`config.mk`:
```
export PLATFORM = sky130hd
export DESIGN_NAME = phone_line_dial_control
export DESIGN_NICKNAME = d
export VERILOG_FILES = /design/src/phone_pkg.sv /design/src/dtmf_tone_gen.sv /design/src/phone_line_dial_control.sv
export SDC_FILE = /design/constraint.sdc
export NUM_CORES = 1
export LEC_CHECK = 0
export BUFFER_PORTS_ARGS = -buffer_cell sky130_fd_sc_hd__clkbuf_2
export CORE_MARGIN = 2
export CORE_UTILIZATION = 30
export DETAILED_ROUTE_END_ITERATION = 8
export PLACE_DENSITY = 0.6
export SYNTH_ARGS = -nofsm -noshare
export SYNTH_HDL_FRONTEND = slang
export SYNTH_HIERARCHICAL = 1
export SYNTH_SLANG_ARGS = --single-unit
```
`constraint.sdc`:
```
create_clock -name core_clk -period 2.8 [get_ports core_clk]
set_input_delay 0.56 -clock core_clk [delete_from_list [all_inputs] [get_ports core_clk]]
set_output_delay 0.56 -clock core_clk [all_outputs]
set_load 0.005 [all_outputs]
```
`src/phone_pkg.sv`:
```
/*
 * Shared constants of the phone line dial control block: register word
 * indices, control and status field positions, tone port encodings and
 * the clock and tone divider figures.
 * Assumes a 100 MHz core clock and a 32-bit classic Wishbone register bus.
 */
package phone_pkg;

	// ------------------------------------------------------------------
	// Clocks and reference divider
	// ------------------------------------------------------------------
	localparam longint CORE_HZ = 100_000_000;
	localparam longint TONE_REF_HZ = 3_579_545;
	localparam int PHASE_W = 24;
	localparam logic [63:0] PHASE_INC_WIDE = (64'(TONE_REF_HZ) << PHASE_W) / 64'(CORE_HZ);
	localparam logic [PHASE_W-1:0] PHASE_INC = PHASE_INC_WIDE[PHASE_W-1:0];

	// ------------------------------------------------------------------
	// Register map: word indices, byte address is four times the index
	// ------------------------------------------------------------------
	localparam int ADR_W = 12;
	localparam logic [7:0] IDX_TONE = 8'h84;
	localparam logic [7:0] IDX_CTRL = 8'h85;
	localparam logic [7:0] IDX_STATUS = 8'h86;
	localparam logic [7:0] IDX_MODE = 8'h87;
	localparam logic [9:0] WORD_TONE = {2'h0, IDX_TONE};
	localparam logic [9:0] WORD_CTRL = {2'h0, IDX_CTRL};
	localparam logic [9:0] WORD_STATUS = {2'h0, IDX_STATUS};
	localparam logic [9:0] WORD_MODE = {2'h0, IDX_MODE};

	// ------------------------------------------------------------------
	// Field layouts and values
	// ------------------------------------------------------------------
	localparam int CTRL_SEIZE_BIT = 0;
	localparam int CTRL_CONNECT_BIT = 1;
	localparam int CTRL_REPLY_BIT = 2;
	localparam int CTRL_CARRIER_BIT = 3;
	localparam int CTRL_W = 4;
	localparam logic [CTRL_W-1:0] CTRL_RESET = 4'h0;
	localparam int STATUS_RING_BIT = 0;
	localparam int STATUS_CARRIER_BIT = 1;
	localparam logic [3:0] TONE_OFF_NIBBLE = 4'h0;
	localparam logic [3:0] TONE_ON_NIBBLE = 4'h1;
	localparam logic [7:0] TONE_RESET = 8'h00;
	localparam logic [7:0] PORT_MODE_CFG = 8'h89;

	// ------------------------------------------------------------------
	// Tone half periods in reference clock ticks (row and column groups)
	// ------------------------------------------------------------------
	localparam int HALF_W = 12;
	localparam logic [HALF_W-1:0] HALF_ROW0 = 12'h9f8; // 2552 ticks, about 701 Hz.
	localparam logic [HALF_W-1:0] HALF_ROW1 = 12'h910; // 2320 ticks, about 771 Hz.
	localparam logic [HALF_W-1:0] HALF_ROW2 = 12'h828; // 2088 ticks, about 857 Hz.
	localparam logic [HALF_W-1:0] HALF_ROW3 = 12'h77a; // 1914 ticks, about 935 Hz.
	localparam logic [HALF_W-1:0] HALF_COL0 = 12'h5c0; // 1472 ticks, about 1216 Hz.
	localparam logic [HALF_W-1:0] HALF_COL1 = 12'h540; // 1344 ticks, about 1332 Hz.
	localparam logic [HALF_W-1:0] HALF_COL2 = 12'h4c0; // 1216 ticks, about 1472 Hz.
	localparam logic [HALF_W-1:0] HALF_COL3 = 12'h440; // 1088 ticks, about 1645 Hz.

endpackage : phone_pkg

```
`src/dtmf_tone_gen.sv`:
```
/*
 * Dual tone generator: one square wave from the row group and one from
 * the column group, both divided down from the reference tick.
 * Assumes ref_tick is a one-cycle pulse at the tone reference rate and
 * that tone_on and tone_code come from registers on the same clock.
 */
`timescale 1ns/1ps
module dtmf_tone_gen (
	// Clock and reset.
	input wire logic core_clk,
	input wire logic reset_n,
	// Tone selection.
	input wire logic ref_tick,
	input wire logic tone_on,
	input wire logic [3:0] tone_code,
	// Square wave outputs.
	output logic low_wave,
	output logic high_wave
);
	import phone_pkg::*;

	// ------------------------------------------------------------------
	// Divider selection
	// ------------------------------------------------------------------

	// Picks one of four half periods by a two bit selector.
	function automatic logic [HALF_W-1:0] pick_half(input logic [1:0] sel,
		input logic [HALF_W-1:0] h0, input logic [HALF_W-1:0] h1,
		input logic [HALF_W-1:0] h2, input logic [HALF_W-1:0] h3);
		logic [HALF_W-1:0] r;
		unique case (sel)
			2'h0: r = h0;
			2'h1: r = h1;
			2'h2: r = h2;
			2'h3: r = h3;
		endcase
		return r;
	endfunction : pick_half

	logic [HALF_W-1:0] low_cnt;
	logic [HALF_W-1:0] high_cnt;

	// Upper code pair picks the keypad row, lower pair the column.
	wire [HALF_W-1:0] low_half = pick_half(tone_code[3:2], HALF_ROW0, HALF_ROW1,
		HALF_ROW2, HALF_ROW3);
	wire [HALF_W-1:0] high_half = pick_half(tone_code[1:0], HALF_COL0, HALF_COL1,
		HALF_COL2, HALF_COL3);
	wire low_wrap = ref_tick && (low_cnt == '0);
	wire high_wrap = ref_tick && (high_cnt == '0);
	wire [HALF_W-1:0] next_low_cnt = low_wrap ? low_half - 12'h001 : low_cnt - 12'h001;
	wire [HALF_W-1:0] next_high_cnt = high_wrap ? high_half - 12'h001 : high_cnt - 12'h001;

	// Row group divider; a silenced tone parks the wave low.
	always_ff @(posedge core_clk) begin
		if (!reset_n || !tone_on) begin
			low_cnt <= '0;
			low_wave <= 1'b0;
		end else if (ref_tick) begin
			low_cnt <= next_low_cnt;
			low_wave <= low_wave ^ low_wrap;
		end
	end

	// Column group divider.
	always_ff @(posedge core_clk) begin
		if (!reset_n || !tone_on) begin
			high_cnt <= '0;
			high_wave <= 1'b0;
		end else if (ref_tick) begin
			high_cnt <= next_high_cnt;
			high_wave <= high_wave ^ high_wrap;
		end
	end
endmodule : dtmf_tone_gen

```
`src/phone_line_dial_control.sv`:
```
/*
 * Line control and dialing logic of a direct-connect modem: hook and line
 * relays, role and carrier control, ring status and a dual tone dialer,
 * all behind a classic Wishbone slave with 32-bit data.
 * Assumes the host times every dial, wait and hold interval itself and
 * that the ring and remote carrier pins are asynchronous to core_clk.
 */
// Behaviour
// Seize bit one goes off-hook, zero on-hook.
// Host waits two seconds before line connect.
// Role bit zero calls, one answers.
// Carrier always in answer, caller only when received; code sends it in either role only while the carrier bit is set.
// Ring detect status reads low while ringing.
// Host pulses seize bit, then connects later.
// Host clears both bits, waits 3.5 s.
// Host pulse: 60 ms on-hook, 40 ms off.
// Host sends digit pulses, ten for zero.
// Host leaves 650 ms to 3 s between digits.
// Tone dialing uses tone port, not pulses.
// Tone upper nibble zero silences, one enables.
// Lower code nibble maps to keypad digit.
// Tones divided from 3.579545 MHz reference.
// Each digit gives one row, one column tone.
// Host keeps tone timing and cycle minimums.
// Host configures ports in basic mode.
// Host writes mode byte 89h first.
// Host ignores status until power settles.
// Host times intervals with its own tick.
`timescale 1ns/1ps
module phone_line_dial_control (
	// Clock and reset.
	input wire logic core_clk,
	input wire logic reset_n,
	// Wishbone slave.
	input wire logic wb_cyc_i,
	input wire logic wb_stb_i,
	input wire logic wb_we_i,
	input wire logic [phone_pkg::ADR_W-1:0] wb_adr_i,
	input wire logic [3:0] wb_sel_i,
	input wire logic [31:0] wb_dat_i,
	output logic [31:0] wb_dat_o,
	output logic wb_ack_o,
	// Line side inputs, asynchronous.
	input wire logic ring_in_n,
	input wire logic remote_carrier_in,
	// Line side outputs.
	output logic line_seize_bit,
	output logic line_connect_bit,
	output logic reply_side_select,
	output logic carrier_tx_en,
	output logic tone_active,
	output logic tone_low_out,
	output logic tone_high_out
);
	import phone_pkg::*;

	localparam int TICK_GAP_MIN = 27;
	localparam int TICK_GAP_MAX = 28;

	// ------------------------------------------------------------------
	// Bus decode
	// ------------------------------------------------------------------
	logic ports_ready;
	logic [CTRL_W-1:0] ctrl;
	logic [7:0] tone_reg;
	logic [3:0] tone_code;
	logic ring_s1;
	logic ring_detect_n;
	logic carr_s1;
	logic carrier_rx;
	logic [PHASE_W-1:0] phase_acc;
	logic ref_tick;

	// Requests are taken in the cycle before ack, so each access takes one edge.
	wire bus_req = wb_cyc_i && wb_stb_i && !wb_ack_o;
	wire bus_wr = bus_req && wb_we_i && wb_sel_i[0];
	wire bus_rd = bus_req && !wb_we_i;
	wire hit_tone = wb_adr_i[ADR_W-1:2] == WORD_TONE;
	wire hit_ctrl = wb_adr_i[ADR_W-1:2] == WORD_CTRL;
	wire hit_status = wb_adr_i[ADR_W-1:2] == WORD_STATUS;
	wire hit_mode = wb_adr_i[ADR_W-1:2] == WORD_MODE;
	wire wr_mode_cfg = bus_wr && hit_mode && (wb_dat_i[7:0] == PORT_MODE_CFG);
	wire wr_tone = bus_wr && hit_tone && ports_ready;
	wire wr_ctrl = bus_wr && hit_ctrl && ports_ready;
	wire tone_req_on = wb_dat_i[7:4] == TONE_ON_NIBBLE;
	wire [7:0] status_byte = {6'h00, carrier_rx, ring_detect_n};
	wire [7:0] rd_byte = hit_tone ? tone_reg :
		hit_ctrl ? {4'h0, ctrl} :
		hit_status ? status_byte :
		hit_mode ? {7'h00, ports_ready} : 8'h00;

	// Single cycle acknowledge; read data is registered with it.
	always_ff @(posedge core_clk) begin
		if (!reset_n) begin
			wb_ack_o <= 1'b0;
			wb_dat_o <= 32'h0000_0000;
		end else begin
			wb_ack_o <= bus_req;
			wb_dat_o <= bus_rd ? {24'h00_0000, rd_byte} : 32'h0000_0000;
		end
	end

	// ------------------------------------------------------------------
	// Port mode, control and tone registers
	// ------------------------------------------------------------------

	// Mode setup clears every output port, so the line is dropped on it.
	always_ff @(posedge core_clk) begin
		if (!reset_n) begin
			ports_ready <= 1'b0;
			ctrl <= CTRL_RESET;
			tone_reg <= TONE_RESET;
			tone_code <= 4'h0;
			tone_active <= 1'b0;
		end else if (wr_mode_cfg) begin
			ports_ready <= 1'b1;
			ctrl <= CTRL_RESET;
			tone_reg <= TONE_RESET;
			tone_code <= 4'h0;
			tone_active <= 1'b0;
		end else begin
			if (wr_ctrl) begin
				ctrl <= wb_dat_i[CTRL_W-1:0];
			end
			if (wr_tone) begin
				tone_reg <= wb_dat_i[7:0];
				tone_code <= wb_dat_i[3:0];
				tone_active <= tone_req_on;
			end
		end
	end

	// Relay and role outputs follow the control register one edge later.
	always_ff @(posedge core_clk) begin
		if (!reset_n) begin
			line_seize_bit <= 1'b0;
			line_connect_bit <= 1'b0;
			reply_side_select <= 1'b0;
			carrier_tx_en <= 1'b0;
		end else begin
			line_seize_bit <= ctrl[CTRL_SEIZE_BIT];
			line_connect_bit <= ctrl[CTRL_CONNECT_BIT];
			reply_side_select <= ctrl[CTRL_REPLY_BIT];
			carrier_tx_en <= ctrl[CTRL_CARRIER_BIT] &&
				(ctrl[CTRL_REPLY_BIT] || carrier_rx);
		end
	end

	// ------------------------------------------------------------------
	// Line input synchronisers
	// ------------------------------------------------------------------

	// Two flops on each pin; only the second is read.
	always_ff @(posedge core_clk) begin
		if (!reset_n) begin
			ring_s1 <= 1'b1;
			ring_detect_n <= 1'b1;
			carr_s1 <= 1'b0;
			carrier_rx <= 1'b0;
		end else begin
			ring_s1 <= ring_in_n;
			ring_detect_n <= ring_s1;
			carr_s1 <= remote_carrier_in;
			carrier_rx <= carr_s1;
		end
	end

	// ------------------------------------------------------------------
	// Tone reference tick and generator
	// ------------------------------------------------------------------
	wire [PHASE_W:0] phase_sum = {1'b0, phase_acc} + {1'b0, PHASE_INC};

	// Fractional divider: carry out is a tick at the reference rate.
	always_ff @(posedge core_clk) begin
		if (!reset_n) begin
			phase_acc <= '0;
			ref_tick <= 1'b0;
		end else begin
			phase_acc <= phase_sum[PHASE_W-1:0];
			ref_tick <= phase_sum[PHASE_W];
		end
	end

	dtmf_tone_gen u_tone (
		.core_clk(core_clk),
		.reset_n(reset_n),
		.ref_tick(ref_tick),
		.tone_on(tone_active),
		.tone_code(tone_code),
		.low_wave(tone_low_out),
		.high_wave(tone_high_out)
	);

	// ------------------------------------------------------------------
	// Checks
	// ------------------------------------------------------------------
	logic [5:0] tick_gap;
	logic tick_seen;

	// Counts cycles between reference ticks for the rate check.
	always_ff @(posedge core_clk) begin
		if (!reset_n) begin
			tick_gap <= 6'h00;
			tick_seen <= 1'b0;
		end else if (ref_tick) begin
			tick_gap <= 6'h01;
			tick_seen <= 1'b1;
		end else if (tick_gap != 6'h3f) begin
			tick_gap <= tick_gap + 6'h01;
		end
	end
endmodule : phone_line_dial_control

```
==> insert_results.sql, run 1 <==
INSERT INTO impl_metrics (metric_group, metric, value, unit) VALUES
('status', 'status', 'completed', ''),
('global_routing', 'antenna_found_initial', '0', ''),
('synthesis', 'synth.cell_area', '0.003989', 'sq mm'),
('timing', 'max-slew-margin-rel', '45.92', '%'),
('timing', 'finalCriticalPeriod', '2.395', 'ns'),
('setup_path', 'critical_path_peak_fanout', '6', ''),
('detailed_routing', 'drt_drc_violations_left', '0', ''),
('floorplan', 'die_area', '0.01423', 'sq mm'),
('synthesis', 'synth_sequential_area_ratio', '41.15', '%'),
('synthesis', 'yosys.area.top_type', 'sky130_fd_sc_hd__dfxtp_1', ''),
('setup_path', 'worstPathArrival', '2.58', 'ns'),
('detailed_routing', 'ant_nets', '0', ''),
('timing', 'final.setup.tns', '0', 'ns'),
('power', 'irDropWorstVdd', '0.0002724', 'V'),
('place', 'portBuffers', '41', ''),
('global_routing', 'grt_max_degree', '27', ''),
('floorplan', 'core_footprint', '0.01314', 'sq mm'),
('timing', 'setup-violations-final', '0', ''),
('synthesis', 'ys_top_cells_by_count', 'sky130_fd_sc_hd__dfxtp_1, sky130_fd_sc_hd__nor2_1, sky130_fd_sc_hd__nand2_1', ''),
('floorplan', 'die_height', '119.3', 'um'),
('setup_path', 'cp.required', '2.98', 'ns'),
('setup_path', 'cpMaxStageDelayCell', 'sky130_fd_sc_hd__nor3_1', ''),
('timing', 'slew_violations', '0', ''),
('layout', 'areaGrowthSynthToFinish', '14.71', '%'),
('detailed_routing', 'drt_first_iter_violations', '89', ''),
('cts', 'cts_resized', '0', ''),
('synthesis', 'synth-seq-cells', '82', ''),
('layout', 'antenna_cells_inserted', '0', ''),
('synthesis', 'yosysUniqueCellTypes', '64', ''),
('detailed_routing', 'post_drt_wl_per_cell', '12.65', 'um'),
('setup_path', 'crit_type', 'flop to flop', ''),
('cts', 'clock_tree.root_cell', 'sky130_fd_sc_hd__clkbuf_16', ''),
('setup_path', 'startpoint_type', 'flop', ''),
('synthesis', 'synth.yosys.warnings', '6', ''),
('layout', 'largest_register', 'phase_acc', ''),
('detailed_routing', 'drt-vias-per-instance', '4.758', ''),
('setup_path', 'crit_path_max_incr_delay', '0.41', 'ns'),
('detailed_routing', 'firstDrtPassIters', '4', ''),
('cts', 'clk_path_buf_depth', '2', ''),
('floorplan', 'num_io_pins', '95', ''),
('synthesis', 'asyncSetResetFlopFracSynth', '0', '%'),
('timing', 'final-hold-violation-count', '0', ''),
('timing', 'fin_crit_sh', '85.54', '%'),
('layout', 'largest_register_ff_count', '24', ''),
('floorplan', 'start_util', '30.36', '%'),
('detailed_routing', 'routed_wl', '8523', 'um'),
('synthesis', 'synthesis.instances', '450', ''),
('cts', 'htree_levels', '3', ''),
('place', 'dpl.hpwl', '6355', 'um'),
('cts', 'clk_sink_count', '82', ''),
('synthesis', 'post-synth-top-count-cell', 'sky130_fd_sc_hd__dfxtp_1', ''),
('cts', 'clock_latency_at_the_later_pin_of_the_worst_skew_pair', '0.33', 'ns'),
('layout', 'layout-drive-gt1-share', '15.86', '%'),
('synthesis', 'synth_flop_cell', 'sky130_fd_sc_hd__dfxtp_1', ''),
('cts', 'tritoncts.num_buffers', '9', ''),
('timing', 'max_clock_freq', '0.4175', 'GHz'),
('setup_path', 'critical_path.endpoint_type', 'flop', ''),
('layout', 'nFillCells', '1379', ''),
('cts', 'holdBufCountCts', '0', ''),
('global_routing', 'globalRouteOverflowTotal', '0', ''),
('synthesis', 'synthDominantCellAreaShare', '41.15', '%'),
('floorplan', 'core.rowCount', '42', ''),
('global_routing', 'grt_first_pass_wirelength', '14240', 'um'),
('setup_path', 'internal_reg_to_reg_setup_slack', '0.40', 'ns'),
('power', 'p_per_area', '553.5', 'mW/mm^2'),
('cts', 'post_cts.repair.setup_buffers', '0', ''),
('hold_path', 'hold_path_class', 'primary input to flop', ''),
('place', 'placedInstanceArea', '0.004304', 'sq mm'),
('floorplan', 'die_x', '119.3', 'um'),
('power', 'p_leak', '1.768', 'nW'),
('layout', 'post-route-cell-area', '0.004576', 'sq mm');
-- worst paths after layout --
kind,from,end,depth (start not counted)
setup / recovery,u_tone/low_cnt[2],u_tone/low_cnt[10],8
hold / removal,ring_in_n,ring_s1,2
setup reg to reg,u_tone/low_cnt[2],u_tone/low_cnt[10],8
hold reg to reg,ring_s1,ring_detect_n,1
-- final cells by class --
class / instances / area, sq um / area share [%]
Tap cell: 176 / 220.2 / 4.813
Multi-Input combinational cell: 339 / 2136 / 46.68
Clock buffer: 11 / 242.7 / 5.305
Inverter: 15 / 56.30 / 1.231
Sequential cell: 82 / 1642 / 35.88
Clock inverter: 4 / 28.78 / 0.6289
Timing Repair Buffer: 47 / 250.2 / 5.469
-- cells in the final DEF (no fill, tap or decap), types with 3 or more instances in the layout --
cell type,count
sky130_fd_sc_hd__nand3_1,12
sky130_fd_sc_hd__nor3_1,19
sky130_fd_sc_hd__ha_1,8
sky130_fd_sc_hd__inv_1,14
sky130_fd_sc_hd__o21a_1,3
sky130_fd_sc_hd__buf_4,6
sky130_fd_sc_hd__nor4_1,4
sky130_fd_sc_hd__nor2b_1,4
sky130_fd_sc_hd__nor4_4,3
sky130_fd_sc_hd__xnor2_1,10
sky130_fd_sc_hd__nor3_2,3
sky130_fd_sc_hd__a41oi_1,3
sky130_fd_sc_hd__a21oi_1,20
sky130_fd_sc_hd__mux2i_1,16
sky130_fd_sc_hd__dfxtp_1,82
sky130_fd_sc_hd__o21ai_0,13
sky130_fd_sc_hd__conb_1,24
sky130_fd_sc_hd__clkbuf_16,9
sky130_fd_sc_hd__or4_1,4
sky130_fd_sc_hd__xor2_1,12
sky130_fd_sc_hd__or2_2,3
sky130_fd_sc_hd__and2_1,15
sky130_fd_sc_hd__a211oi_1,7
sky130_fd_sc_hd__nor2_1,60
sky130_fd_sc_hd__nand3b_1,3
sky130_fd_sc_hd__o31ai_1,3
sky130_fd_sc_hd__nand2b_1,8
sky130_fd_sc_hd__a22oi_1,4
sky130_fd_sc_hd__clkbuf_2,41
sky130_fd_sc_hd__nand4_1,6
sky130_fd_sc_hd__nand2_1,25
sky130_fd_sc_hd__a31oi_1,6
sky130_fd_sc_hd__or3_1,6
-- logic make-up after synthesis --
logic type      count (synthesis)  share of synthesized area [%]
xor+xnor                       22                          4.830
fa+ha+maj                       8                          2.510
mux                            17                          4.580
simple gates                  194                          27.26
flops                          82                          41.15
other cells                     1                        0.09401
compound gates                 74                          12.11
buf+inv                        52                          7.465
-- metrics by stage --
stage | power (mW) | hold WS, ns | utilization, % | worst slack, ns | instances
global placement | 1.458 | 0.4094 | 32.76 | 0.5055 | 659
CTS | 2.559 | 0.4217 | 34.83 | 0.4363 | 674
floorplan | 1.436 | 0.3863 | - | 0.7078 | 473
detailed placement | 1.470 | 0.4189 | 32.76 | 0.4535 | 659
global route | 2.637 | 0.4313 | 34.83 | 0.2586 | 674
finish | 2.533 | 0.4198 | 34.83 | 0.4048 | 674
-- layer usage --
metal  global-route usage (%)  routed length (um)
met5                        0                   0
met4                    4.706                  93
met3                    2.682                 374
met2                    20.11                4028
met1                    16.12                4025
-- power by group --
group          switching [mW]  internal, mW  leakage, nW  total, mW
Sequential             0.0522          1.21        0.667       1.27
Clock                   0.468         0.620        0.128       1.09
Combinational          0.0979        0.0806        0.973      0.178
Total                   0.619          1.91         1.77       2.53
-- worst reg2reg max path: stages, from the launching register on --
cell and delay [ns]:
sky130_fd_sc_hd__dfxtp_1 0.36, sky130_fd_sc_hd__nor3_1 0.41, sky130_fd_sc_hd__and3_1 0.30, sky130_fd_sc_hd__and3_1 0.34, sky130_fd_sc_hd__nor2_1 0.08, sky130_fd_sc_hd__ha_1 0.24
sky130_fd_sc_hd__and4_1 0.18, sky130_fd_sc_hd__a311oi_1 0.27, sky130_fd_sc_hd__nor3_1 0.08
(Power assumes the default switching activity.)
==> run 2, diff against run 1 <==
Settings changed: ABC_AREA from default to 1, GPL_ROUTABILITY_DRIVEN from default to 1, PLACE_DENSITY 0.6 to 0.59, RECOVER_POWER from default to 100.
==> insert_results.sql, run 2 <==
INSERT INTO impl_metrics (metric_group, metric, value, unit) VALUES
('status', 'status', 'completed', ''),
('global_routing', 'antenna_found_initial', '0', ''),
('timing', 'rsz_0062_raised_after_global_routing', 'false', ''),
('detailed_routing', 'firstDrtPassIters', '5', ''),
('cts', 'post_cts.repair.setup_buffers', '0', ''),
('timing', 'worst_hold_slack_after_final_layout', '0.4073', 'ns'),
('setup_path', 'internal_reg_to_reg_setup_slack', '0.48', 'ns'),
('hold_path', 'whs_endpoint', 'carr_s1', ''),
('timing', 'worst-slew-pin-transition', '1.054', 'ns'),
('cts', 'cts_resized', '0', ''),
('cts', 'clock_tree.root_cell', 'sky130_fd_sc_hd__clkbuf_16', ''),
('layout', 'top_regs', 'phase_acc (24), u_tone/high_cnt (12), u_tone/low_cnt (12)', ''),
('timing', 'final.setup.tns', '0', 'ns'),
('layout', 'layout-drive-gt1-share', '8.420', '%'),
('synthesis', 'synth_flop_cell', 'sky130_fd_sc_hd__dfxtp_1', ''),
('layout', 'layout.nets', '830', ''),
('layout', 'largest_register', 'phase_acc', ''),
('detailed_routing', 'drt-vias-per-instance', '4.498', ''),
('synthesis', 'synth.cell_area', '0.004657', 'sq mm'),
('cts', 'htree_levels', '3', ''),
('floorplan', 'core_footprint', '0.01520', 'sq mm'),
('cts', 'holdBufCountCts', '0', ''),
('cts', 'clk_sink_count', '82', ''),
('floorplan', 'num_io_pins', '95', ''),
('layout', 'ff_latch_area', '0.001642', 'sq mm'),
('floorplan', 'die_area', '0.01654', 'sq mm'),
('timing', 'setup-violations-final', '0', ''),
('synthesis', 'synth-edff-count', '0', ''),
('timing', 'finalCriticalPeriod', '2.321', 'ns'),
('place', 'place.gp.congestion', '0.9002', ''),
('synthesis', 'synth_sequential_area_ratio', '35.25', '%'),
('synthesis', 'asyncSetResetFlopFracSynth', '0', '%'),
('layout', 'largest_register_ff_count', '24', ''),
('power', 'irDropWorstVdd', '0.0003270', 'V'),
('setup_path', 'critical_path_peak_fanout', '22', ''),
('place', 'portBuffers', '41', ''),
('setup_path', 'critical_path.endpoint_type', 'flop', ''),
('synthesis', 'synth.avg_cell_area', '6.432', 'sq um'),
('cts', 'clock_latency_at_the_later_pin_of_the_worst_skew_pair', '0.34', 'ns'),
('hold_path', 'worst_hold_path_depth', '3', ''),
('detailed_routing', 'ant_nets', '0', ''),
('timing', 'final-hold-violation-count', '0', ''),
('detailed_routing', 'drt_first_iter_violations', '213', ''),
('layout', 'final_cell_mix', 'sky130_fd_sc_hd__nand2_1, sky130_fd_sc_hd__nor2_1, sky130_fd_sc_hd__inv_1', ''),
('timing', 'max-slew-margin-rel', '29.76', '%'),
('floorplan', 'die_height', '128.6', 'um'),
('floorplan', 'start_util', '30.63', '%'),
('setup_path', 'worst_reg_to_reg_cells', '17', ''),
('floorplan', 'core.rowCount', '45', ''),
('global_routing', 'first_global_vias', '3900', ''),
('layout', 'areaGrowthSynthToFinish', '12.36', '%'),
('layout', 'finish.utilization', '34.42', '%'),
('power', 'p_per_area', '529.4', 'mW/mm^2'),
('detailed_routing', 'post_drt_wl_per_cell', '11.04', 'um'),
('global_routing', 'global_router_s_overall_resource_usage', '13.49', '%'),
('setup_path', 'critical_path.startpoint', 'ref_tick', ''),
('synthesis', 'yosysUniqueCellTypes', '42', ''),
('synthesis', 'synthDominantCellAreaShare', '35.25', '%'),
('floorplan', 'die_x', '128.6', 'um'),
('run', 'max_cap_viol_count', '0', ''),
('global_routing', 'globalRouteOverflowTotal', '0', ''),
('global_routing', 'grt_max_degree', '26', ''),
('setup_path', 'cp.required', '3.04', 'ns'),
('cts', 'tritoncts.num_buffers', '9', ''),
('timing', 'max_clock_freq', '0.4308', 'GHz'),
('cts', 'clock_transition_time_at_the_flip_flop_clock_pins_of_the_worst_setup_and_hold_paths', '0.07', 'ns'),
('global_routing', 'grt_first_pass_wirelength', '18190', 'um'),
('detailed_routing', 'routed_wl', '10600', 'um'),
('layout', 'leading_cell_type_in_the_layout_fill_and_taps_excluded', 'sky130_fd_sc_hd__nand2_1', ''),
('cts', 'tritoncts', 'yes', ''),
('setup_path', 'reg2reg_to', 'u_tone/low_cnt[8]', ''),
('synthesis', 'synthesis.instances', '724', ''),
('setup_path', 'crit_type', 'flop to flop', ''),
('cts', 'clk_path_buf_depth', '2', ''),
('timing', 'clock_skew', '0.006512', 'ns'),
('synthesis', 'post-synth-top-count-cell', 'sky130_fd_sc_hd__nand2_1', ''),
('layout', 'multiInputGateArea', '0.002412', 'sq mm'),
('synthesis', 'synth-seq-cells', '82', ''),
('power', 'p_leak', '2.448', 'nW'),
('synthesis', 'ys_top_cells_by_count', 'sky130_fd_sc_hd__nand2_1, sky130_fd_sc_hd__nor2_1, sky130_fd_sc_hd__inv_1', ''),
('hold_path', 'hp-start', 'remote_carrier_in', ''),
('detailed_routing', 'route.vias.total', '4318', ''),
('setup_path', 'worst_r2r_startpoint', 'ref_tick', ''),
('timing', 'fin_crit_sh', '82.91', '%'),
('setup_path', 'startpoint_type', 'flop', ''),
('synthesis', 'synth.yosys.warnings', '6', ''),
('layout', 'antenna_cells_inserted', '0', ''),
('detailed_routing', 'drt_drc_violations_left', '0', ''),
('layout', 'nFillCells', '1696', ''),
('setup_path', 'worstPathArrival', '2.56', 'ns'),
('hold_path', 'hold_path_class', 'primary input to flop', ''),
('synthesis', 'yosys.area.top_type', 'sky130_fd_sc_hd__dfxtp_1', ''),
('place', 'dpl.hpwl', '8048', 'um'),
('synthesis', 'synth.top_cells.by_area', 'sky130_fd_sc_hd__dfxtp_1, sky130_fd_sc_hd__nand2_1, sky130_fd_sc_hd__nor2_1', ''),
('timing', 'slew_violations', '0', '');
## run 2: changes by cell type in the layout (fill, tap and decap cells not counted), moves of 13 or more
cell	delta
sky130_fd_sc_hd__clkbuf_1	+16
sky130_fd_sc_hd__nand2_1	+144
sky130_fd_sc_hd__a21oi_1	+31
sky130_fd_sc_hd__nand3_1	+42
sky130_fd_sc_hd__mux2i_1	-16
sky130_fd_sc_hd__o21ai_0	+22
sky130_fd_sc_hd__inv_1	+91
sky130_fd_sc_hd__clkbuf_2	-13
sky130_fd_sc_hd__nor2_1	+59
sky130_fd_sc_hd__and2_1	-15
## run 2: cells by family after synthesis
logic type      after synthesis  share of synthesized area (%)
simple gates                386                          36.00
buf+inv                     144                          14.24
compound gates              102                          12.09
flops                        82                          35.25
fa+ha+maj                     8                          2.149
xor+xnor                      1                         0.1881
other cells                   1                        0.08052
## run 2: worst max path at each step
stage | end
after CTS | u_tone/low_cnt[10]
final | u_tone/low_cnt[8]
after detailed placement | u_tone/low_cnt[10]
after global routing | u_tone/low_cnt[10]
after floorplan | u_tone/low_cnt[10]
after global placement | u_tone/low_cnt[10]
## run 2: metrics by stage
stage | cell area (sq um) | total power [mW] | setup slack, ns | cells
6_report | 5233 | 2.770 | 0.4786 | 960
5_1_grt | 5233 | 2.894 | 0.1532 | 960
4_1_cts | 5290 | 2.805 | 0.5806 | 960
3_5_place_dp | 4964 | 1.499 | 0.5839 | 944
3_3_place_gp | 4964 | 1.499 | 0.5955 | 944
2_1_floorplan | 4743 | 1.455 | 0.8923 | 747
## run 2: cell type report
| class | instances | share of cell area (%) |
|---|---|---|
| timing repair buffer | 45 | 3.898 |
| tap | 188 | 4.495 |
| multi-input combinational | 521 | 46.10 |
| clock inverter | 7 | 1.937 |
| inverter | 108 | 7.891 |
| sequential | 82 | 31.37 |
| clock buffer | 9 | 4.304 |
## run 2: per-layer routing
layer / track usage, % / up-vias / wire, um
met1: 18.13 / 1917 / 5386
met4: 3.645 / 0 / 112
li1: - / 2329 / -
met2: 22.18 / 63 / 4800
met5: 0 / - / 0
met3: 2.661 / 9 / 297
## run 2: worst max-delay path, cell delays in order, from the launching register on
cell	delay (ns)
sky130_fd_sc_hd__dfxtp_1	0.33
sky130_fd_sc_hd__inv_4	0.21
sky130_fd_sc_hd__nor2_4	0.04
sky130_fd_sc_hd__nand2_1	0.11
sky130_fd_sc_hd__nor2_4	0.06
sky130_fd_sc_hd__nand2_1	0.17
sky130_fd_sc_hd__nand2_1	0.10
sky130_fd_sc_hd__nand2_1	0.07
sky130_fd_sc_hd__ha_1	0.16
sky130_fd_sc_hd__inv_1	0.05
sky130_fd_sc_hd__nor2_1	0.10
sky130_fd_sc_hd__nand3_1	0.10
sky130_fd_sc_hd__nor2_1	0.19
sky130_fd_sc_hd__nand2_1	0.14
sky130_fd_sc_hd__o21ai_0	0.16
sky130_fd_sc_hd__nand3_1	0.08
sky130_fd_sc_hd__nand2_1	0.09
sky130_fd_sc_hd__inv_1	0.03
## run 2: report_power, final
group | leakage, nW | total [mW] | internal (mW) | switching (mW)
Sequential | 0.667 | 1.24 | 1.21 | 0.0377
Clock | 0.158 | 1.30 | 0.791 | 0.507
Combinational | 1.62 | 0.229 | 0.0742 | 0.155
==> run 3, diff against run 2 <==
Settings changed: ABC_AREA 1 to 0, PLACE_DENSITY 0.59 to 0.6.
Clock period 2.8 ns to 2.4 ns, I/O delays scaled along.
==> insert_results.sql, run 3 (synthesis results as in run 1) <==
INSERT INTO impl_metrics (metric_group, metric, value, unit) VALUES
('cts', 'clock_tree.root_cell', 'sky130_fd_sc_hd__clkbuf_16', ''),
('timing', 'slew_violations', '0', ''),
('timing', 'finalCriticalPeriod', '2.230', 'ns'),
('cts', 'htree_levels', '3', ''),
('setup_path', 'cp.required', '2.65', 'ns'),
('place', 'setup_slack_at_placement', '0.2016', 'ns'),
('detailed_routing', 'wl_met1', '4188', 'um'),
('timing', 'rsz_0062_raised_after_global_routing', 'false', ''),
('layout', 'antenna_cells_inserted', '0', ''),
('setup_path', 'worstPathArrival', '2.48', 'ns'),
('global_routing', 'globalRouteOverflowTotal', '0', ''),
('place', 'dp_cells', '670', ''),
('place', 'place.gp.congestion', '0.8343', ''),
('detailed_routing', 'firstDrtPassIters', '4', ''),
('setup_path', 'critical_path.startpoint', 'tone_reg[2]', ''),
('setup_path', 'worst_r2r_startpoint', 'tone_reg[2]', ''),
('setup_path', 'path_cells', 'inv_1 -> ha_1 -> nand4b_1 -> o21ai_0 -> nand3_2 -> or4_1 -> a31oi_1', ''),
('cts', 'cts_resized', '0', ''),
('detailed_routing', 'wl_met3', '381', 'um'),
('layout', 'leading_cell_type_in_the_layout_fill_and_taps_excluded', 'sky130_fd_sc_hd__dfxtp_1', ''),
('floorplan', 'die_x', '119.3', 'um'),
('global_routing', 'grt_first_pass_wirelength', '14910', 'um'),
('timing', 'worst-slew-pin-transition', '0.7652', 'ns'),
('layout', 'top_regs', 'phase_acc (24), u_tone/high_cnt (12), u_tone/low_cnt (12)', ''),
('status', 'status', 'completed', ''),
('timing', 'max-slew-margin-rel', '48.56', '%'),
('setup_path', 'cpMaxStageDelayCell', 'sky130_fd_sc_hd__or4_1', ''),
('cts', 'tritoncts.num_buffers', '9', ''),
('layout', 'final_cell_mix', 'sky130_fd_sc_hd__dfxtp_1, sky130_fd_sc_hd__nor2_1, sky130_fd_sc_hd__clkbuf_2', ''),
('layout', 'layout.nets', '568', ''),
('timing', 'fin_crit_sh', '92.93', '%'),
('detailed_routing', 'ant_nets', '0', ''),
('detailed_routing', 'drt-vias-per-instance', '4.780', ''),
('place', 'portBuffers', '41', ''),
('layout', 'nFillCells', '1392', ''),
('hold_path', 'hp-start', 'ring_in_n', ''),
('hold_path', 'hold_path_class', 'primary input to flop', ''),
('run', 'max_cap_viol_count', '0', ''),
('timing', 'max_clock_freq', '0.4484', 'GHz'),
('detailed_routing', 'met2WireLength', '4134', 'um'),
('cts', 'clock_transition_time_at_the_flip_flop_clock_pins_of_the_worst_setup_and_hold_paths', '0.06', 'ns'),
('floorplan', 'die_area', '0.01423', 'sq mm'),
('cts', 'tritoncts', 'yes', ''),
('floorplan', 'start_util', '30.36', '%'),
('layout', 'largest_register', 'phase_acc', ''),
('cts', 'clock_latency_at_the_later_pin_of_the_worst_skew_pair', '0.33', 'ns'),
('power', 'p_per_area', '669.4', 'mW/mm^2'),
('global_routing', 'grt_max_degree', '27', ''),
('floorplan', 'num_io_pins', '95', ''),
('floorplan', 'core_footprint', '0.01314', 'sq mm'),
('global_routing', 'global_router_s_overall_resource_usage', '12.86', '%'),
('setup_path', 'crit_path_max_incr_delay', '0.49', 'ns'),
('setup_path', 'startpoint_type', 'flop', ''),
('detailed_routing', 'drt_first_iter_violations', '181', ''),
('cts', 'clk_path_buf_depth', '2', ''),
('setup_path', 'critical_path.endpoint_type', 'flop', ''),
('cts', 'clk_sink_count', '82', ''),
('power', 'p_leak', '1.766', 'nW'),
('layout', 'multiInputGateArea', '0.002122', 'sq mm'),
('setup_path', 'critical_path_peak_fanout', '6', ''),
('cts', 'holdBufCountCts', '0', ''),
('global_routing', 'antenna_found_initial', '0', ''),
('timing', 'setup-violations-final', '0', ''),
('timing', 'worst_slack', '0.1696', 'ns'),
('setup_path', 'cp_top_family', 'simple AND/OR/NAND/NOR gates', ''),
('power', 'irDropWorstVdd', '0.0003612', 'V'),
('floorplan', 'die_height', '119.3', 'um'),
('detailed_routing', 'topRoutingLayerUsed', 'met4', ''),
('detailed_routing', 'routed_wl', '8816', 'um'),
('timing', 'clock_skew', '0.006061', 'ns'),
('timing', 'final.setup.tns', '0', 'ns'),
('setup_path', 'crit_type', 'flop to flop', ''),
('global_routing', 'first_global_vias', '3127', ''),
('layout', 'instances_no_fill', '685', ''),
('detailed_routing', 'route.vias.total', '3274', ''),
('cts', 'post_cts.repair.setup_buffers', '0', ''),
('layout', 'ff_latch_area', '0.001642', 'sq mm'),
('layout', 'layout-drive-gt1-share', '13.75', '%'),
('layout', 'areaGrowthSynthToFinish', '16.28', '%'),
('layout', 'largest_register_ff_count', '24', ''),
('setup_path', 'cp_num_buf_inv', '1', ''),
('timing', 'final-hold-violation-count', '0', ''),
('detailed_routing', 'drt_drc_violations_left', '0', ''),
('place', 'dpl.hpwl', '6364', 'um'),
('floorplan', 'core.rowCount', '42', ''),
('detailed_routing', 'post_drt_wl_per_cell', '12.87', 'um');
==> run 3: path summary, 6_finish.rpt <==
path	cells after the start	slack (ns)	to
worst max register to register	7	0.17	u_tone/low_cnt[11]
worst min-delay path	2	0.35	ring_s1
worst min register to register	1	0.41	ring_detect_n
worst max-delay path	7	0.17	u_tone/low_cnt[11]
==> run 3: worst register-to-register path, delay by kind of cell, from the launching register on <==
kind	cells	cell delay (ns)
AOI/OAI and AO/OA	2	0.40
adders and majority gates	1	0.37
buffers and inverters	1	0.10
DFF	1	0.44
and+or+nand+nor	3	0.83
==> run 3: area by class of cell <==
class / instances / area share (%)
clock buffers: 12 / 5.098
repair buffers: 58 / 6.393
inverters: 15 / 1.214
clock inverters: 3 / 1.403
well taps: 176 / 4.748
flip-flops and latches: 82 / 35.39
multi-input cells: 339 / 45.75
==> run 3: routing by layer <==
| layer | GRT usage, % | vias to the layer above |
|---|---|---|
| met5 | 0 | - |
| met4 | 4.926 | 0 |
| met3 | 3.065 | 10 |
| met2 | 20.58 | 78 |
| met1 | 16.80 | 1543 |
| li1 | - | 1643 |
==> run 3: power by group <==
part           internal, mW  switching, mW
combinational        0.0931          0.111
sequential             1.42         0.0597
clock                 0.905          0.520
total                  2.41          0.691
==> run 3: per-stage QoR <==
step	power [mW]	utilization, %	hold WS, ns	instance area (sq um)
floorplan	1.676	-	0.3863	4075
detailed placement	1.711	33.39	0.4092	4387
finish	3.105	35.30	0.3466	4638
global route	3.237	35.30	0.3501	4638
CTS	3.133	35.69	0.3415	4688
global placement	1.703	33.39	0.4072	4387
